$ cat src/fcts_defs.vh
// Constants for the fieldbus control timeout supervisor
`ifndef FCTS_DEFS_VH
`define FCTS_DEFS_VH
// ----------------------------------------
// Timing
// ----------------------------------------
`define FCTS_CLK_HZ        250000000
`define FCTS_TICK_MS       100
`define FCTS_TICK_CYC      ((`FCTS_CLK_HZ / 1000) * `FCTS_TICK_MS)
`define FCTS_TOUT_MAX      18'd180000
`define FCTS_TOUT_MIN      18'd1
// ----------------------------------------
// Register byte offsets
// ----------------------------------------
`define FCTS_A_TOUT        8'h00
`define FCTS_A_ACT         8'h04
`define FCTS_A_MODE        8'h08
`define FCTS_A_RST         8'h0c
`define FCTS_A_SRC         8'h10
`define FCTS_A_STAT        8'h14
`define FCTS_A_IRQ         8'h18
`define FCTS_A_MASK        8'h1c
`define FCTS_A_CMD         8'h20
// ----------------------------------------
// Field positions
// ----------------------------------------
`define FCTS_MODE_REC      0
`define FCTS_MODE_N2       1
`define FCTS_MODE_NET      2
`define FCTS_SRC_COAST     1:0
`define FCTS_SRC_BRAKE     3:2
`define FCTS_SRC_SITE      5:4
`define FCTS_SRC_DIAG      7:6
`define FCTS_SRC_PROF      11:8
// ----------------------------------------
// Reset values and codes
// ----------------------------------------
`define FCTS_RST_TOUT      18'd1
`define FCTS_RST_ACT       5'd0
`define FCTS_RST_SRC       12'h00f
`define FCTS_RST_MODE      3'h1
`define FCTS_ACT_FREEZE    5'd1
`define FCTS_ACT_STOP      5'd2
`define FCTS_ACT_JOG       5'd3
`define FCTS_ACT_MAX       5'd4
`define FCTS_ACT_TRIP      5'd5
`define FCTS_ACT_SU1       5'd7
`define FCTS_ACT_SU4       5'd10
`define FCTS_ACT_N2        5'd20
`define FCTS_SEL_DI        2'd0
`define FCTS_SEL_BUS       2'd1
`define FCTS_SEL_AND       2'd2
`define FCTS_SITE_BOTH     2'd0
`define FCTS_SITE_DI       2'd1
`define FCTS_SITE_WORD     2'd2
`define FCTS_DIAG_MAX      2'd2
`define FCTS_IRQ_TOUT      0
`define FCTS_IRQ_END       1
`endif

$ cat src/fcts_supervisor.v
// Fieldbus control timeout supervisor with AXI4-Lite registers
//
// Chosen here: the register addresses and register access over AXI4-Lite.
`timescale 1ns/100ps
`default_nettype none
`include "fcts_defs.vh"
module fcts_supervisor #(
   parameter TICK_CYC = `FCTS_TICK_CYC
) (
   // Clock and reset
   input  wire        aclk,
   input  wire        aresetn,
   // AXI4-Lite write
   input  wire [7:0]  s_axi_awaddr,
   input  wire        s_axi_awvalid,
   output reg         s_axi_awready,
   input  wire [31:0] s_axi_wdata,
   input  wire [3:0]  s_axi_wstrb,
   input  wire        s_axi_wvalid,
   output reg         s_axi_wready,
   output reg  [1:0]  s_axi_bresp,
   output reg         s_axi_bvalid,
   input  wire        s_axi_bready,
   // AXI4-Lite read
   input  wire [7:0]  s_axi_araddr,
   input  wire        s_axi_arvalid,
   output reg         s_axi_arready,
   output reg  [31:0] s_axi_rdata,
   output reg  [1:0]  s_axi_rresp,
   output reg         s_axi_rvalid,
   input  wire        s_axi_rready,
   // Telegram and network variable update strobes
   input  wire        telegram_valid,
   input  wire        net_in_start_stop,
   input  wire        net_in_fault_clear,
   input  wire        net_in_command_word,
   input  wire        net_in_speed_setpoint,
   input  wire        net_in_percent_reference,
   input  wire        net_in_hertz_reference,
   // Command bits from bus and from terminals
   input  wire        bus_coast,
   input  wire        bus_dc_brake,
   input  wire        di_coast,
   input  wire        di_dc_brake,
   // Supervisor outputs
   output reg         link_timeout,
   output reg  [4:0]  timeout_action,
   output reg         setup_override,
   output reg  [1:0]  override_setup,
   output reg         timeout_warning,
   output reg         coast_cmd,
   output reg         dc_brake_cmd,
   output reg  [3:0]  command_word_profile,
   output reg  [1:0]  diag_trigger,
   output reg         irq
);

   // ----------------------------------------
   // Pin synchronisers
   // ----------------------------------------
   reg [1:0] di_s1_q;
   reg [1:0] di_s2_q;
   // Terminals are asynchronous; two stages before use
   always @(posedge aclk) begin
      if (!aresetn) begin
         di_s1_q <= 2'b00;
         di_s2_q <= 2'b00;
      end else begin
         di_s1_q <= {di_dc_brake, di_coast};
         di_s2_q <= di_s1_q;
      end
   end

   // ----------------------------------------
   // Registers
   // ----------------------------------------
   // Configuration held by software
   reg [17:0] tout_q;
   reg [4:0]  act_q;
   reg [2:0]  mode_q;
   reg [11:0] src_q;
   reg [1:0]  irq_q;
   reg [1:0]  mask_q;
   reg        rst_cmd_q;

   // Write address and data parked until both are in
   reg [7:0]  awaddr_q;
   reg        aw_got_q;
   reg [31:0] wdata_q;
   reg        w_got_q;

   // Commit waits while a response is still unanswered
   wire       wr_go = aw_got_q && w_got_q && !s_axi_bvalid;
   wire       n2_en = mode_q[`FCTS_MODE_N2];
   wire       net_en = mode_q[`FCTS_MODE_NET];

   // Accepted action code: unknown codes and code 20 without N2 are refused
   function act_ok;
      input [4:0] code;
      input       n2;
      begin
         act_ok = (code <= `FCTS_ACT_TRIP) ||
                  (code >= `FCTS_ACT_SU1 && code <= `FCTS_ACT_SU4) ||
                  (code == `FCTS_ACT_N2 && n2);
      end
   endfunction

   // Source selector decode shared by coasting and DC brake
   function sel_cmd;
      input [1:0] sel;
      input       bus;
      input       di;
      begin
         case (sel)
            `FCTS_SEL_DI:  sel_cmd = di;
            `FCTS_SEL_BUS: sel_cmd = bus;
            `FCTS_SEL_AND: sel_cmd = bus & di;
            default:       sel_cmd = bus | di;
         endcase
      end
   endfunction

   // ----------------------------------------
   // AXI4-Lite write channel
   // ----------------------------------------
   // One-cycle timer events, latched into the sticky bits
   reg        ev_tout;
   reg        ev_end;

   // Address and data captured in either order; response after both
   always @(posedge aclk) begin
      if (!aresetn) begin
         aw_got_q      <= 1'b0;
         w_got_q       <= 1'b0;
         awaddr_q      <= 8'h00;
         wdata_q       <= 32'h0000_0000;
         s_axi_awready <= 1'b0;
         s_axi_wready  <= 1'b0;
         s_axi_bvalid  <= 1'b0;
         s_axi_bresp   <= 2'b00;
         tout_q        <= `FCTS_RST_TOUT;
         act_q         <= `FCTS_RST_ACT;
         mode_q        <= `FCTS_RST_MODE;
         src_q         <= `FCTS_RST_SRC;
         mask_q        <= 2'b00;
         rst_cmd_q     <= 1'b0;
         irq_q         <= 2'b00;
      end else begin
         // Ready pulses once per offer, never twice in a row
         s_axi_awready <= !aw_got_q && !s_axi_awready && s_axi_awvalid;
         s_axi_wready  <= !w_got_q && !s_axi_wready && s_axi_wvalid;
         if (s_axi_awvalid && s_axi_awready) begin
            aw_got_q <= 1'b1;
            awaddr_q <= s_axi_awaddr;
         end
         if (s_axi_wvalid && s_axi_wready) begin
            w_got_q <= 1'b1;
            wdata_q <= s_axi_wdata;
         end
         // Reset command is a one-cycle pulse, reads back as zero
         rst_cmd_q <= 1'b0;
         // Response stands until the master takes it
         if (s_axi_bvalid && s_axi_bready)
            s_axi_bvalid <= 1'b0;
         // Commit; refused writes answer SLVERR and change nothing
         if (wr_go) begin
            aw_got_q     <= 1'b0;
            w_got_q      <= 1'b0;
            s_axi_bvalid <= 1'b1;
            s_axi_bresp  <= 2'b00;
            case ({awaddr_q[7:2], 2'b00})
               `FCTS_A_TOUT: begin
                  // Period clamped to 0.1 s .. 18000 s in 0.1 s units
                  if (wdata_q[31:0] > {14'd0, `FCTS_TOUT_MAX})
                     tout_q <= `FCTS_TOUT_MAX;
                  else if (wdata_q[17:0] < `FCTS_TOUT_MIN)
                     tout_q <= `FCTS_TOUT_MIN;
                  else
                     tout_q <= wdata_q[17:0];
               end
               `FCTS_A_ACT:
                  if (act_ok(wdata_q[4:0], n2_en) && wdata_q[31:5] == 27'd0)
                     act_q <= wdata_q[4:0];
                  else
                     s_axi_bresp <= 2'b10;
               `FCTS_A_MODE: mode_q <= wdata_q[2:0];
               `FCTS_A_RST:  rst_cmd_q <= wdata_q[0];
               // Diagnosis code above 2 is clamped to 2
               `FCTS_A_SRC: begin
                  src_q[7:0]  <= wdata_q[7:0];
                  src_q[11:8] <= wdata_q[11:8];
                  if (wdata_q[7:6] > `FCTS_DIAG_MAX)
                     src_q[`FCTS_SRC_DIAG] <= `FCTS_DIAG_MAX;
               end
               `FCTS_A_MASK: mask_q <= wdata_q[1:0];
               // Status and command words ignore writes; flags clear below
               `FCTS_A_STAT, `FCTS_A_IRQ, `FCTS_A_CMD: ;
               default: s_axi_bresp <= 2'b10;
            endcase
         end
         // Sticky events; a new event wins over a write-one clear
         irq_q[`FCTS_IRQ_TOUT] <= ev_tout | (irq_q[`FCTS_IRQ_TOUT] &
            ~(wr_go && {awaddr_q[7:2], 2'b00} == `FCTS_A_IRQ && wdata_q[`FCTS_IRQ_TOUT]));
         irq_q[`FCTS_IRQ_END] <= ev_end | (irq_q[`FCTS_IRQ_END] &
            ~(wr_go && {awaddr_q[7:2], 2'b00} == `FCTS_A_IRQ && wdata_q[`FCTS_IRQ_END]));
      end
   end

   // ----------------------------------------
   // Tick divider and timeout counter
   // ----------------------------------------
   reg [31:0] div_q;
   reg [17:0] cnt_q;
   reg        tout_q_on;
   reg        hold_q;

   // Network inputs count only in the network variant
   wire       net_upd = net_in_start_stop | net_in_fault_clear | net_in_command_word |
                        net_in_speed_setpoint | net_in_percent_reference |
                        net_in_hertz_reference;
   wire       kick = telegram_valid | (net_en & net_upd);
   // One tick per 0.1 s worth of clock cycles
   wire       tick = (div_q == TICK_CYC - 1);

   // Only set-up switching actions can enter hold
   wire       is_su = (act_q >= `FCTS_ACT_SU1) && (act_q <= `FCTS_ACT_SU4);
   wire       off = (act_q == `FCTS_RST_ACT);

   // Timer restarts on every qualifying update, counts 0.1 s ticks
   always @(posedge aclk) begin
      if (!aresetn) begin
         div_q     <= 32'd0;
         cnt_q     <= 18'd0;
         tout_q_on <= 1'b0;
         hold_q    <= 1'b0;
         ev_tout   <= 1'b0;
         ev_end    <= 1'b0;
      end else begin
         ev_tout <= 1'b0;
         ev_end  <= 1'b0;
         // Count holds on reaching the period; a count above a lowered period runs on and wraps
         if (kick) begin
            div_q <= 32'd0;
            cnt_q <= 18'd0;
         end else if (tick) begin
            div_q <= 32'd0;
            if (cnt_q != tout_q)
               cnt_q <= cnt_q + 18'd1;
         end else begin
            div_q <= div_q + 32'd1;
         end

         // Expiry: time since last qualifying update reached the period
         if (!tout_q_on && !kick && cnt_q == tout_q && !off) begin
            tout_q_on <= 1'b1;
            ev_tout   <= 1'b1;
         end

         // End of timeout
         if (tout_q_on) begin
            // A reset command outside hold does nothing
            if (hold_q) begin
               if (rst_cmd_q) begin
                  hold_q    <= 1'b0;
                  tout_q_on <= 1'b0;
                  ev_end    <= 1'b1;
               end
            end else if (kick) begin
               if (is_su && !mode_q[`FCTS_MODE_REC]) begin
                  hold_q <= 1'b1;
               end else begin
                  tout_q_on <= 1'b0;
                  ev_end    <= 1'b1;
               end
            end
         end
      end
   end

   // ----------------------------------------
   // Outputs
   // ----------------------------------------
   reg       coast_d;
   reg       brake_d;
   // Control site overrides per-function selectors
   always @* begin
      // Site code 3 falls to the default and acts as site 0
      case (src_q[`FCTS_SRC_SITE])
         `FCTS_SITE_DI: begin
            coast_d = di_s2_q[0];
            brake_d = di_s2_q[1];
         end
         `FCTS_SITE_WORD: begin
            coast_d = bus_coast;
            brake_d = bus_dc_brake;
         end
         default: begin
            coast_d = sel_cmd(src_q[`FCTS_SRC_COAST], bus_coast, di_s2_q[0]);
            brake_d = sel_cmd(src_q[`FCTS_SRC_BRAKE], bus_dc_brake, di_s2_q[1]);
         end
      endcase
   end

   // Registered outputs, set-up override held across the timeout
   always @(posedge aclk) begin
      if (!aresetn) begin
         link_timeout         <= 1'b0;
         timeout_action       <= 5'd0;
         setup_override       <= 1'b0;
         override_setup       <= 2'd0;
         timeout_warning      <= 1'b0;
         coast_cmd            <= 1'b0;
         dc_brake_cmd         <= 1'b0;
         command_word_profile <= 4'd0;
         diag_trigger         <= 2'd0;
         irq                  <= 1'b0;
      end else begin
         // Link state and action follow the timer one clock later
         link_timeout         <= tout_q_on;
         timeout_action       <= tout_q_on ? act_q : 5'd0;
         setup_override       <= tout_q_on & is_su;
         override_setup       <= act_q[1:0] - 2'd3;
         timeout_warning      <= hold_q;

         // Terminal path is three clocks deep, bus path one
         coast_cmd            <= coast_d;
         dc_brake_cmd         <= brake_d;
         command_word_profile <= src_q[`FCTS_SRC_PROF];
         diag_trigger         <= net_en ? 2'd0 : src_q[`FCTS_SRC_DIAG];

         // Level interrupt from unmasked sticky bits
         irq                  <= |(irq_q & mask_q);
      end
   end

   // ----------------------------------------
   // AXI4-Lite read channel
   // ----------------------------------------
   always @(posedge aclk) begin
      if (!aresetn) begin
         s_axi_arready <= 1'b0;
         s_axi_rvalid  <= 1'b0;
         s_axi_rdata   <= 32'h0000_0000;
         s_axi_rresp   <= 2'b00;
      end else begin
         // One read at a time; no new address while data stands
         s_axi_arready <= !s_axi_arready && !s_axi_rvalid && s_axi_arvalid;

         if (s_axi_rvalid && s_axi_rready)
            s_axi_rvalid <= 1'b0;
         if (s_axi_arvalid && s_axi_arready) begin
            s_axi_rvalid <= 1'b1;
            s_axi_rresp  <= 2'b00;
            // Data captured at the handshake, held until taken
            case ({s_axi_araddr[7:2], 2'b00})
               `FCTS_A_TOUT: s_axi_rdata <= {14'd0, tout_q};
               `FCTS_A_ACT:  s_axi_rdata <= {27'd0, act_q};
               `FCTS_A_MODE: s_axi_rdata <= {29'd0, mode_q};
               `FCTS_A_RST:  s_axi_rdata <= 32'h0000_0000;
               `FCTS_A_SRC:  s_axi_rdata <= {20'd0, src_q};
               `FCTS_A_STAT: s_axi_rdata <= {14'd0, cnt_q[15:0], hold_q, tout_q_on};
               `FCTS_A_IRQ:  s_axi_rdata <= {30'd0, irq_q};
               `FCTS_A_MASK: s_axi_rdata <= {30'd0, mask_q};
               `FCTS_A_CMD:  s_axi_rdata <= {30'd0, dc_brake_cmd, coast_cmd};
               default: begin
                  s_axi_rdata <= 32'h0000_0000;
                  s_axi_rresp <= 2'b10;
               end
            endcase
         end
      end
   end
endmodule
`default_nettype wire

$ cat config.mk
export PLATFORM = sky130hd
export DESIGN_NAME = fcts_supervisor
export DESIGN_NICKNAME = d
export VERILOG_FILES = /design/src/fcts_supervisor.v
export VERILOG_INCLUDE_DIRS = /design/src
export SDC_FILE = /design/constraint.sdc
export NUM_CORES = 1
export LEC_CHECK = 0
export ABC_AREA = 1
export BUFFER_PORTS_ARGS = -buffer_cell sky130_fd_sc_hd__buf_2
export CORE_MARGIN = 2
export CORE_UTILIZATION = 57
export DETAILED_ROUTE_END_ITERATION = 8
export GPL_TIMING_DRIVEN = 0
export HOLD_SLACK_MARGIN = 0.06
export MAX_ROUTING_LAYER = met4
export PLACE_DENSITY = 0.82
export SYNTH_ARGS = -nofsm -noshare
export SYNTH_HDL_FRONTEND = slang
export SYNTH_SLANG_ARGS = --single-unit
$ cat constraint.sdc
create_clock -name aclk -period 2 [get_ports aclk]
set_input_delay 0.2 -clock aclk [delete_from_list [all_inputs] [get_ports aclk]]
set_output_delay 0.2 -clock aclk [all_outputs]
set_load 0.03 [all_outputs]
==> results of run 1 <==
routing by layer:
layer  track usage (%)  vias to the layer above
met5                 -                        -
met4              10.9                        0
met3              5.66                       60
met2              48.5                      321
met1              36.9                     4021
li1                  -                     4488
stage by stage:
step           hold slack, ns  util, %  area [µm²]  setup WS [ns]  total power (W)
5_1_grt                0.0711     70.4       10700        -0.0606          0.00815
2_1_floorplan           0.298        -        8980          0.437          0.00423
3_5_place_dp            0.395     64.1        9770        0.00523          0.00441
4_1_cts                0.0604     70.1       10700          0.108          0.00791
3_3_place_gp            0.388     64.1        9770         0.0676          0.00440
6_report               0.0643     70.4       10700          0.104          0.00792
worst reg2reg max path: stages (launching register included):
cell and delay (ns):
dfxtp_1 0.56, ha_1 0.36, nand3_1 0.18, inv_1 0.11, nand2_1 0.09, nor2_1 0.14
xor2_1 0.19, nand3_2 0.09, a21oi_2 0.13
flip-flops by register name (all words and copies together), names as in the netlist, 4 cells and up:
register,cells
div_q,32
cnt_q,18
command_word_profile,4
awaddr_q,6
src_q,12
act_q,5
s_axi_rdata,18
tout_q,18
wdata_q,32
timeout_action,5
cell type report:
class / instances / area (µm²)
clock buffer: 18 / 439
multi-input combinational: 905 / 4360
inverter: 162 / 608
sequential: 185 / 3700
tap: 211 / 264
buffer: 59 / 334
fill: 1290 / 4510
timing repair buffer: 139 / 856
clock inverter: 14 / 180
power groups by stage:
stage / logic (W) / clock network, W / registers, W
floorplan: 0.000353 / 0 / 0.00388
global placement: 0.000535 / 0 / 0.00387
detailed placement: 0.000542 / 0 / 0.00387
CTS: 0.000591 / 0.00354 / 0.00378
global route: 0.000674 / 0.00369 / 0.00379
finish: 0.000608 / 0.00353 / 0.00379
path summary, 6_finish.rpt:
kind                         startpoint                      end  slack [ns]  cells after the start
hold / removal           s_axi_wdata[0]  wdata_q[0]$_SDFFE_PN0P_        0.06                      3
setup / recovery  cnt_q[0]$_SDFFE_PP0P_   cnt_q[16]$_SDFFE_PP0P_        0.10                      8
hold reg to reg   di_s1_q[0]$_SDFF_PN0_    di_s2_q[0]$_SDFF_PN0_        0.43                      2
setup reg to reg  cnt_q[0]$_SDFFE_PP0P_   cnt_q[16]$_SDFFE_PP0P_        0.10                      8
placed cells by master, fill, tap and decap left out, types with 3 or more instances in the layout:
| cell | count |
|---|---|
| a21oi_1 | 116 |
| a21oi_2 | 10 |
| a31oi_1 | 5 |
| buf_1 | 3 |
| buf_2 | 115 |
| buf_4 | 22 |
| clkbuf_1 | 24 |
| clkbuf_16 | 17 |
| clkinv_4 | 3 |
| conb_1 | 16 |
| dfxtp_1 | 185 |
| dlygate4sd3_1 | 30 |
| ha_1 | 6 |
| inv_1 | 155 |
| inv_2 | 6 |
| inv_8 | 5 |
| nand2_1 | 313 |
| nand3_1 | 53 |
| nand3_2 | 16 |
| nand3b_1 | 3 |
| nand4_1 | 20 |
| nor2_1 | 157 |
| nor2_2 | 4 |
| nor2_4 | 4 |
| nor3_1 | 23 |
| o211ai_1 | 7 |
| o21ai_0 | 90 |
| o21ai_1 | 3 |
| o22ai_1 | 9 |
| xnor2_1 | 4 |
| xor2_1 | 22 |
what timing repair did:
| item | CTS | global route |
|---|---|---|
| endpoints found under the setup margin | 1 | 33 |
| hold buffers | 30 | 0 |
| pin swaps | 0 | 2 |
| buffers inserted | 0 | 4 |
| hold endpoints to repair | 30 | 0 |
| resized for setup | 1 | 5 |
logic make-up (layout without fill, tap and decap cells):
family          Yosys count  after routing  synth area share, %
simple gates            606            606                 29.2
compound gates          250            250                 15.2
buf+inv                 221            392                 10.6
flops                   185            185                 41.5
xor+xnor                 26             26                 2.55
fa+ha+maj                 7              7                0.981
other cells               1             16               0.0420
==> results.py, run 1 <==
metrics = {
    "run_status": {
        "status": "finished, final reports clean",
    },
    "yosys": {
        "ys_seq_area_share_pct": 41.5,
        "ys_top_cells_by_area": "dfxtp_1, nand2_1, nor2_1, inv_1, a21oi_1",
        "synth.most_common_cell": "nand2_1",
        "synthArstFlopShare_pct": 0,
        "yosys.area.top_type_share_pct": 41.5,
        "synth_cell_types": 47,
        "synthTopCellsByCount": "nand2_1, dfxtp_1, nor2_1",
        "syn_area_um2": 8930,
        "avgSynthCellArea_um2": 6.89,
        "ys_ff_latch": 185,
        "synth_edf_count": 0,
        "synthCells": 1296,
        "yosysWarnings": 0,
        "synth_ff_type": "dfxtp_1",
        "synth_top_area_cell": "dfxtp_1",
    },
    "clock_tree": {
        "clk_latency_ns": 0.44,
        "cts_buffers": 17,
        "clock-root-buffer": "clkbuf_16",
        "htreeDepth": 4,
        "clockBufferDepth": 2,
        "cts_tree": "built",
        "cts.sinks": 185,
        "clkTransAtPathRegs_ns": 0.07,
    },
    "routing": {
        "viasPerCell": 5.25,
        "wl_met2_um": 11300,
        "final_antenna_net_count": 0,
        "drc": 0,
        "top_layer": "met4",
        "wl_met3_um": 1580,
        "drtIter0Drc": 814,
        "drt-met1-wl_um": 10600,
        "finalWirelength_um": 24100,
        "drt_first_pass_iters": 6,
        "vias": 8890,
        "wl_per_cell_um": 14.2,
    },
    "layout": {
        "nets": 1546,
        "antennaDiodeCount": 0,
        "final_cells": 1693,
        "drive_above_1_share_pct": 15.0,
        "area_delta_synth_final_pct": 20.4,
    },
    "die": {
        "core_um2": 15300,
        "start_util_pct": 58.5,
        "die_h_um": 129,
        "die_area_um2": 16700,
        "ios": 130,
        "std_cell_rows": 45,
        "die_width_um": 129,
    },
    "worst_setup_path": {
        "cp.buffers_inverters": 1,
        "crit_path_max_fanout": 8,
        "path_cells": "ha_1 -> nand3_1 -> inv_1 -> nand2_1 -> nor2_1 -> xor2_1 -> nand3_2 -> a21oi_2",
        "start_kind": "flip-flop",
        "criticalPathCategory": "flip-flop to flip-flop",
        "critPathTopFamily": "flip-flops",
        "endpoint_kind": "flip-flop",
        "cp.required_ns": 2.38,
        "crit_arrival_ns": 2.27,
        "crit_slowest_cell": "dfxtp_1",
        "critical_path.max_stage_delay_ns": 0.56,
    },
    "sta": {
        "max_slew_margin_pct": 53.7,
        "finalSetupTns_ns": 0,
        "finalHoldViolCount": 0,
        "tightest_slew_ns": 0.695,
        "finClkSkew_ns": 0.0158,
        "drv_slew": 0,
        "rsz0062_at_grt": "yes",
        "period_share_pct": 94.8,
        "period_minus_slack_ns": 1.90,
        "finalSetupViolCount": 0,
        "max_freq_ghz": 0.528,
    },
    "power": {
        "p_sw_share_pct": 25.6,
        "intPower_w": 0.00590,
        "power.switching_w": 0.00203,
        "leakage_nw": 4.42,
        "p_seq_share_pct": 47.8,
        "power.density_nw_per_um2": 737,
        "pwr-share-comb_pct": 7.7,
        "power_frac_clock_pct": 44.5,
        "peakVddDrop_mv": 0.632,
    },
    "placement": {
        "place_inst": 1627,
        "routabilityCongestion": 0.926,
        "port_buffers": 105,
        "post-dp-hpwl_um": 17900,
    },
    "hold_path": {
        "hold_class": "input port to flip-flop",
    },
    "global_routing": {
        "grt_max_degree": 19,
        "grt_usage_pct": 29.8,
        "grt_pass1_wl_um": 38200,
        "grt_pass1_vias": 8142,
        "grt_antenna_before_repair": 0,
        "grt-ovfl-total": 0,
    },
    "run": {
        "drv_cap": 0,
    },
}
(Power assumes the default switching activity.)
==> run 2, diff against run 1 <==
--- a/config.mk
+++ b/config.mk
@@ -6,7 +6,7 @@
 export SDC_FILE = /design/constraint.sdc
 export NUM_CORES = 1
 export LEC_CHECK = 0
-export ABC_AREA = 1
+export ABC_AREA = 0
 export BUFFER_PORTS_ARGS = -buffer_cell sky130_fd_sc_hd__buf_2
 export CORE_MARGIN = 2
 export CORE_UTILIZATION = 57
==> run 2 against run 1 <==
Effect of this change:
- the flow now finishes with violations (setup timing)
- critical endpoint is now cnt_q[9]$_SDFFE_PP0P_
- clock power down 5%
- highest routed layer unchanged
- global-route usage up 0.90 points
- sequential power about the same
- critical path depth down 1
- power decreased by 2.6%
- register-to-register slack lost 0.43 ns
- wire length is 2.9% lower
- design area down 0.54%
- fmax decreased by 18%
- clock-buffer cell count is 1 lower
==> results.py, run 2 <==
metrics = {
    "run_status": {
        "status": "complete, but fails checks",
        "violations": "setup timing",
    },
    "sta": {
        "rsz0062_at_grt": "yes",
        "finalHoldViolCount": 0,
        "max_slew_margin_pct": 46.7,
        "fin_hold_ws_ns": 0.140,
        "max_freq_ghz": 0.431,
        "tightest_slew_ns": 0.800,
        "finClkSkew_ns": 0.0108,
        "drv_slew": 0,
        "period_minus_slack_ns": 2.32,
        "worst_slack_ns": -0.322,
        "finalSetupViolCount": 25,
        "period_share_pct": 116,
    },
    "placement": {
        "post-dp-hpwl_um": 15000,
        "post-place-ws_ns": -0.733,
        "routabilityCongestion": 0.964,
        "placed_area_um2": 8960,
        "port_buffers": 104,
        "place_inst": 1244,
    },
    "layout": {
        "n_fill_cell": 927,
        "drive_above_1_share_pct": 24.9,
        "final_area_um2": 10700,
        "mostFrequentLayoutCells": "nand2_1, dfxtp_1, buf_2",
        "final_cells": 1350,
        "antennaDiodeCount": 0,
        "layout_commonest_cell": "nand2_1",
        "largest_registers": "div_q x32, wdata_q x32",
        "area_delta_synth_final_pct": 31.7,
        "nets": 1234,
        "final_util_pct": 77.0,
    },
    "worst_setup_path": {
        "endpoint_kind": "flip-flop",
        "criticalPathCategory": "flip-flop to flip-flop",
        "path_cells": "nand4_1 -> or4_4 -> a2111oi_4 -> buf_4 -> buf_6 -> a21oi_2 -> a31o_2",
        "start_kind": "flip-flop",
        "crit_slowest_cell": "or4_4",
        "crit_arrival_ns": 2.66,
        "crit_path_max_fanout": 5,
        "cp.required_ns": 2.34,
        "critical_path.max_stage_delay_ns": 0.66,
    },
    "die": {
        "ios": 130,
        "die_area_um2": 15200,
        "core_um2": 13900,
        "die_h_um": 123,
        "std_cell_rows": 43,
        "die_width_um": 123,
        "start_util_pct": 58.5,
    },
    "power": {
        "power.switching_w": 0.00188,
        "p_seq_share_pct": 48.8,
        "power_frac_clock_pct": 43.7,
        "leakage_nw": 4.12,
        "pwr-share-comb_pct": 7.5,
        "power.density_nw_per_um2": 721,
        "peakVddDrop_mv": 0.688,
        "p_sw_share_pct": 24.4,
        "intPower_w": 0.00583,
    },
    "routing": {
        "wl_per_cell_um": 17.3,
        "viasPerCell": 5.87,
        "drtIter0Drc": 835,
        "drc": 0,
        "finalWirelength_um": 23400,
        "drt_first_pass_iters": 6,
        "final_antenna_net_count": 0,
        "vias": 7918,
    },
    "clock_tree": {
        "cts_tree": "built",
        "cts.sinks": 185,
        "clkTransAtPathRegs_ns": 0.07,
        "htreeDepth": 4,
        "cts_buffers": 17,
        "clockBufferDepth": 2,
        "clk_latency_ns": 0.44,
        "clock-root-buffer": "clkbuf_16",
    },
    "yosys": {
        "ys_seq_area_share_pct": 45.6,
        "synth_ff_type": "dfxtp_1",
        "ys_ff_latch": 185,
        "synthCells": 945,
        "synthTopCellsByCount": "dfxtp_1, nand2_1, nor2_1",
        "synth.most_common_cell": "dfxtp_1",
        "ys_top_cells_by_area": "dfxtp_1, nand2_1, a21oi_1, nor2_1, xnor2_1",
        "syn_area_um2": 8120,
        "synth_cell_types": 64,
        "yosys.area.top_type_share_pct": 45.6,
        "synth_top_area_cell": "dfxtp_1",
        "avgSynthCellArea_um2": 8.59,
        "synth_edf_count": 0,
        "synthArstFlopShare_pct": 0,
        "yosysWarnings": 0,
    },
    "global_routing": {
        "grt-ovfl-total": 0,
        "grt_pass1_vias": 7131,
        "grt_antenna_before_repair": 0,
        "grt_usage_pct": 30.7,
        "grt_max_degree": 18,
        "grt_pass1_wl_um": 35600,
    },
    "run": {
        "drv_cap": 0,
    },
    "hold_path": {
        "hold_class": "input port to flip-flop",
    },
}
-- run 2: changes by cell type after synthesis, moves of 13 or more --
cell       delta
nand3_2      -15
o21ai_0      -81
nor4_1       +16
nand2_1     -151
mux2i_1      +16
nor2_1       -63
xnor2_1      +28
a2bb2oi_1    +17
a21oi_1      -38
and2_1       +13
inv_1       -142
clkbuf_1     +17
nand3_1      -26
-- run 2: kinds of logic after synthesis --
kind of cell             synth area share, %
other                                 0.0462
adder cells (fa/ha/maj)                 1.08
AND/OR/NAND/NOR                         25.1
flip-flops                              45.6
AO/OA/AOI/OAI                           15.6
XOR/XNOR                                5.72
multiplexers                            2.39
buffers and inverters                   4.49
-- run 2: power by group through the flow --
stage | Combinational [W] | Sequential (W) | Clock [W]
5_1_grt | 0.000622 | 0.00377 | 0.00357
4_1_cts | 0.000537 | 0.00376 | 0.00339
6_report | 0.000577 | 0.00377 | 0.00337
3_5_place_dp | 0.000438 | 0.00385 | 0
2_1_floorplan | 0.000271 | 0.00386 | 0
3_3_place_gp | 0.000433 | 0.00384 | 0
-- run 2: worst max-delay path, delay by kind of cell, from the launching register on --
kind            cells  cell delay (ns)
flops               1             0.44
buf+inv             2             0.34
simple gates        2             0.90
compound gates      3             0.53
-- run 2: worst paths after layout --
path | start | end | slack, ns | depth (start not counted)
setup / recovery | div_q[12]$_SDFF_PP0_ | cnt_q[9]$_SDFFE_PP0P_ | -0.32 | 7
hold / removal | bus_dc_brake | dc_brake_cmd$_SDFF_PN0_ | 0.14 | 3
setup reg to reg | div_q[12]$_SDFF_PP0_ | cnt_q[9]$_SDFFE_PP0P_ | -0.32 | 7
hold reg to reg | di_s1_q[0]$_SDFF_PN0_ | di_s2_q[0]$_SDFF_PN0_ | 0.43 | 1
-- run 2: per-stage QoR --
step	power, W	setup TNS [ns]
floorplan	0.00413	-0.155
global placement	0.00428	-31.17
detailed placement	0.00428	-34.31
CTS	0.00769	-3.37
global route	0.00796	-6.42
finish	0.00771	-4.07
-- run 2: area by class of cell --
cell class	count	area, µm²	share of cell area, %
multi-input cells	696	4470	41.8
flip-flops and latches	185	3750	35.1
repair buffers	182	1260	11.8
clock buffers	17	425	3.98
plain buffers	60	333	3.11
well taps	180	225	2.11
clock inverters	15	165	1.54
inverters	15	56.3	0.527
-- run 2: per-layer routing --
| metal | up-vias | GRT usage, % | wire [µm] |
|---|---|---|---|
| li1 | 3737 | - | - |
| met2 | 427 | 47.4 | 11000 |
| met3 | 47 | 4.47 | 2100 |
| met1 | 3707 | 41.5 | 9790 |
| met5 | - | - | 0 |
| met4 | 0 | 9.94 | 470 |
-- run 2: what timing repair did --
action / 4_1_cts / 5_1_grt
gates resized for setup: 61 / 56
setup endpoints to repair: 82 / 79
hold endpoints to repair: 44 / 0
gates cloned: 1 / 2
buffers inserted: 18 / 14
pin swaps: 23 / 10
hold buffers: 44 / 0
==> run 3, diff against run 2 <==
--- a/config.mk
+++ b/config.mk
@@ -8,7 +8,7 @@
 export LEC_CHECK = 0
 export ABC_AREA = 0
 export BUFFER_PORTS_ARGS = -buffer_cell sky130_fd_sc_hd__buf_2
-export CORE_MARGIN = 2
+export CORE_MARGIN = 1.5
 export CORE_UTILIZATION = 57
 export DETAILED_ROUTE_END_ITERATION = 8
 export GPL_TIMING_DRIVEN = 0
==> run 3 against run 2 <==
Effect of this change:
- the flow still finishes with violations (setup timing)
- critical path depth increased by 1
- first-iteration DRC count up 2.8%
- flip-flop and latch count is the same
- combinational power barely moved
- utilization is 0.91 points lower
- global-route usage increased by 1.2 points
- non-clock buffer count shrank 10
- die area down 1.6%
- power rose by 1.0%
- clock skew up 0.0043 ns
==> results.py, run 3 (synthesis results as in run 2) <==
metrics = {
    "run_status": {
        "status": "complete, but fails checks",
        "violations": "setup timing",
    },
    "clock_tree": {
        "clk_latency_ns": 0.44,
        "clockBufferDepth": 2,
        "cts_buffers": 17,
        "htreeDepth": 4,
        "cts_tree": "built",
        "cts.sinks": 185,
        "clkTransAtPathRegs_ns": 0.07,
        "clock-root-buffer": "clkbuf_16",
    },
    "worst_setup_path": {
        "r2r_start": "div_q[8]$_SDFF_PP0_",
        "crit_path_start": "div_q[8]$_SDFF_PP0_",
        "crit_arrival_ns": 2.65,
        "r2r_slack_ns": -0.33,
        "r2r_cells": 8,
        "cp.required_ns": 2.33,
        "worstReg2RegEnd": "cnt_q[14]$_SDFFE_PP0P_",
        "start_kind": "flip-flop",
        "criticalPathCategory": "flip-flop to flip-flop",
        "endpoint_kind": "flip-flop",
        "crit_path_max_fanout": 5,
    },
    "placement": {
        "routabilityCongestion": 0.963,
        "port_buffers": 104,
        "post-place-ws_ns": -0.634,
        "placed_area_um2": 8960,
        "place_inst": 1244,
        "post-dp-hpwl_um": 15000,
    },
    "routing": {
        "drtIter0Drc": 858,
        "vias": 7935,
        "viasPerCell": 5.92,
        "final_antenna_net_count": 0,
        "finalWirelength_um": 23500,
        "drt_first_pass_iters": 6,
        "wl_per_cell_um": 17.6,
        "drc": 0,
    },
    "die": {
        "std_cell_rows": 43,
        "core_um2": 13900,
        "die_width_um": 122,
        "die_area_um2": 15000,
        "start_util_pct": 58.5,
        "ios": 130,
        "die_h_um": 122,
    },
    "sta": {
        "period_share_pct": 116,
        "period_minus_slack_ns": 2.33,
        "tightest_slew_ns": 0.873,
        "rsz0062_at_grt": "yes",
        "max_slew_margin_pct": 41.8,
        "finClkSkew_ns": 0.0151,
        "max_freq_ghz": 0.430,
        "finalSetupViolCount": 22,
        "drv_slew": 0,
        "finalHoldViolCount": 0,
        "finalSetupTns_ns": -3.94,
        "worst_slack_ns": -0.326,
    },
    "layout": {
        "largest_registers": "div_q x32, wdata_q x32",
        "antennaDiodeCount": 0,
        "area_delta_synth_final_pct": 30.1,
        "nets": 1224,
        "drive_above_1_share_pct": 23.5,
        "n_fill_cell": 928,
        "seq_area_um2": 3740,
        "final_cells": 1340,
        "multi_input_area_um2": 4440,
        "final_area_um2": 10600,
        "layout_commonest_cell": "dfxtp_1",
        "mostFrequentLayoutCells": "dfxtp_1, nand2_1, buf_2",
    },
    "hold_path": {
        "hold_class": "input port to flip-flop",
        "hp-start": "telegram_valid",
        "holdPathEnd": "cnt_q[14]$_SDFFE_PP0P_",
        "hold_depth": 3,
    },
    "power": {
        "intPower_w": 0.00594,
        "pwr-share-comb_pct": 7.4,
        "p_seq_share_pct": 48.4,
        "power.switching_w": 0.00185,
        "finalPower_w": 0.00779,
        "p_sw_share_pct": 23.8,
        "leakage_nw": 4.03,
        "power.density_nw_per_um2": 737,
        "peakVddDrop_mv": 0.593,
        "power_frac_clock_pct": 44.2,
    },
    "global_routing": {
        "grt_max_degree": 17,
        "grt_pass1_wl_um": 36000,
        "grt-ovfl-total": 0,
        "grt_pass1_vias": 7166,
        "grt_antenna_before_repair": 0,
        "grt_usage_pct": 31.9,
    },
    "run": {
        "drv_cap": 0,
    },
}
run 3: changes by cell type in the layout (fill, tap and decap cells not counted), moves of 3 or more:
cell and change:
buf_4 -5, inv_6 -4, clkinvlp_4 +3, dfxtp_2 -5
nor4_4 -3, buf_6 -6, dfxtp_1 +7, nor4_2 +3
run 3: area by class of cell:
| cell class | instances | share of cell area (%) |
|---|---|---|
| multi-input cells | 696 | 42.0 |
| flip-flops and latches | 185 | 35.4 |
| repair buffers | 173 | 11.3 |
| clock buffers | 19 | 4.10 |
| plain buffers | 59 | 2.94 |
| well taps | 180 | 2.13 |
| clock inverters | 13 | 1.60 |
| inverters | 15 | 0.533 |
run 3: through the flow:
| step | util (%) | hold WS (ns) |
|---|---|---|
| after floorplan | - | 0.327 |
| after global placement | 64.6 | 0.407 |
| after detailed placement | 64.6 | 0.410 |
| after CTS | 74.2 | 0.104 |
| after global routing | 76.1 | 0.135 |
| final | 76.1 | 0.136 |
run 3: worst max-delay path, cell delays in order, from the launching register on:
cell and delay, ns:
dfxtp_4 0.37, nor4b_4 0.33, nand4_1 0.15, or4_4 0.49, buf_6 0.15, a211oi_4 0.27, buf_12 0.16, a41oi_2 0.08
o21a_1 0.21
run 3: worst max path at each step:
| stage | slack (ns) | endpoint |
|---|---|---|
| 6_report | -0.33 | cnt_q[14]$_SDFFE_PP0P_ |
| 5_1_grt | -0.38 | cnt_q[14]$_SDFFE_PP0P_ |
| 4_1_cts | -0.27 | cnt_q[9]$_SDFFE_PP0P_ |
| 3_5_place_dp | -0.63 | div_q[24]$_SDFF_PP0_ |
| 3_3_place_gp | -0.65 | div_q[23]$_SDFF_PP0_ |
| 2_1_floorplan | -0.07 | cnt_q[9]$_SDFFE_PP0P_ |
run 3: timing repair:
| action | 4_1_cts | 5_1_grt |
|---|---|---|
| buffers inserted | 15 | 9 |
| setup endpoints to repair | 83 | 86 |
| cloned | 1 | 1 |
| endpoints found under the hold margin | 44 | 0 |
| pin swaps | 18 | 18 |
| hold buffers | 44 | 0 |
| resized for setup | 47 | 42 |
run 3: layer usage:
layer | GRT usage (%) | up-vias | routed length (µm)
met5 | - | - | 0
met4 | 14.8 | 0 | 633
met3 | 6.13 | 59 | 2040
met2 | 47.7 | 440 | 11000
met1 | 41.7 | 3722 | 9880
li1 | - | 3714 | -
run 3: power groups by stage:
stage                     clock network, W  logic (W)  registers (W)
after global routing               0.00363   0.000615        0.00377
after floorplan                          0   0.000271        0.00386
final                              0.00345   0.000575        0.00377
after global placement                   0   0.000433        0.00385
after detailed placement                 0   0.000439        0.00385
after CTS                          0.00345   0.000538        0.00377
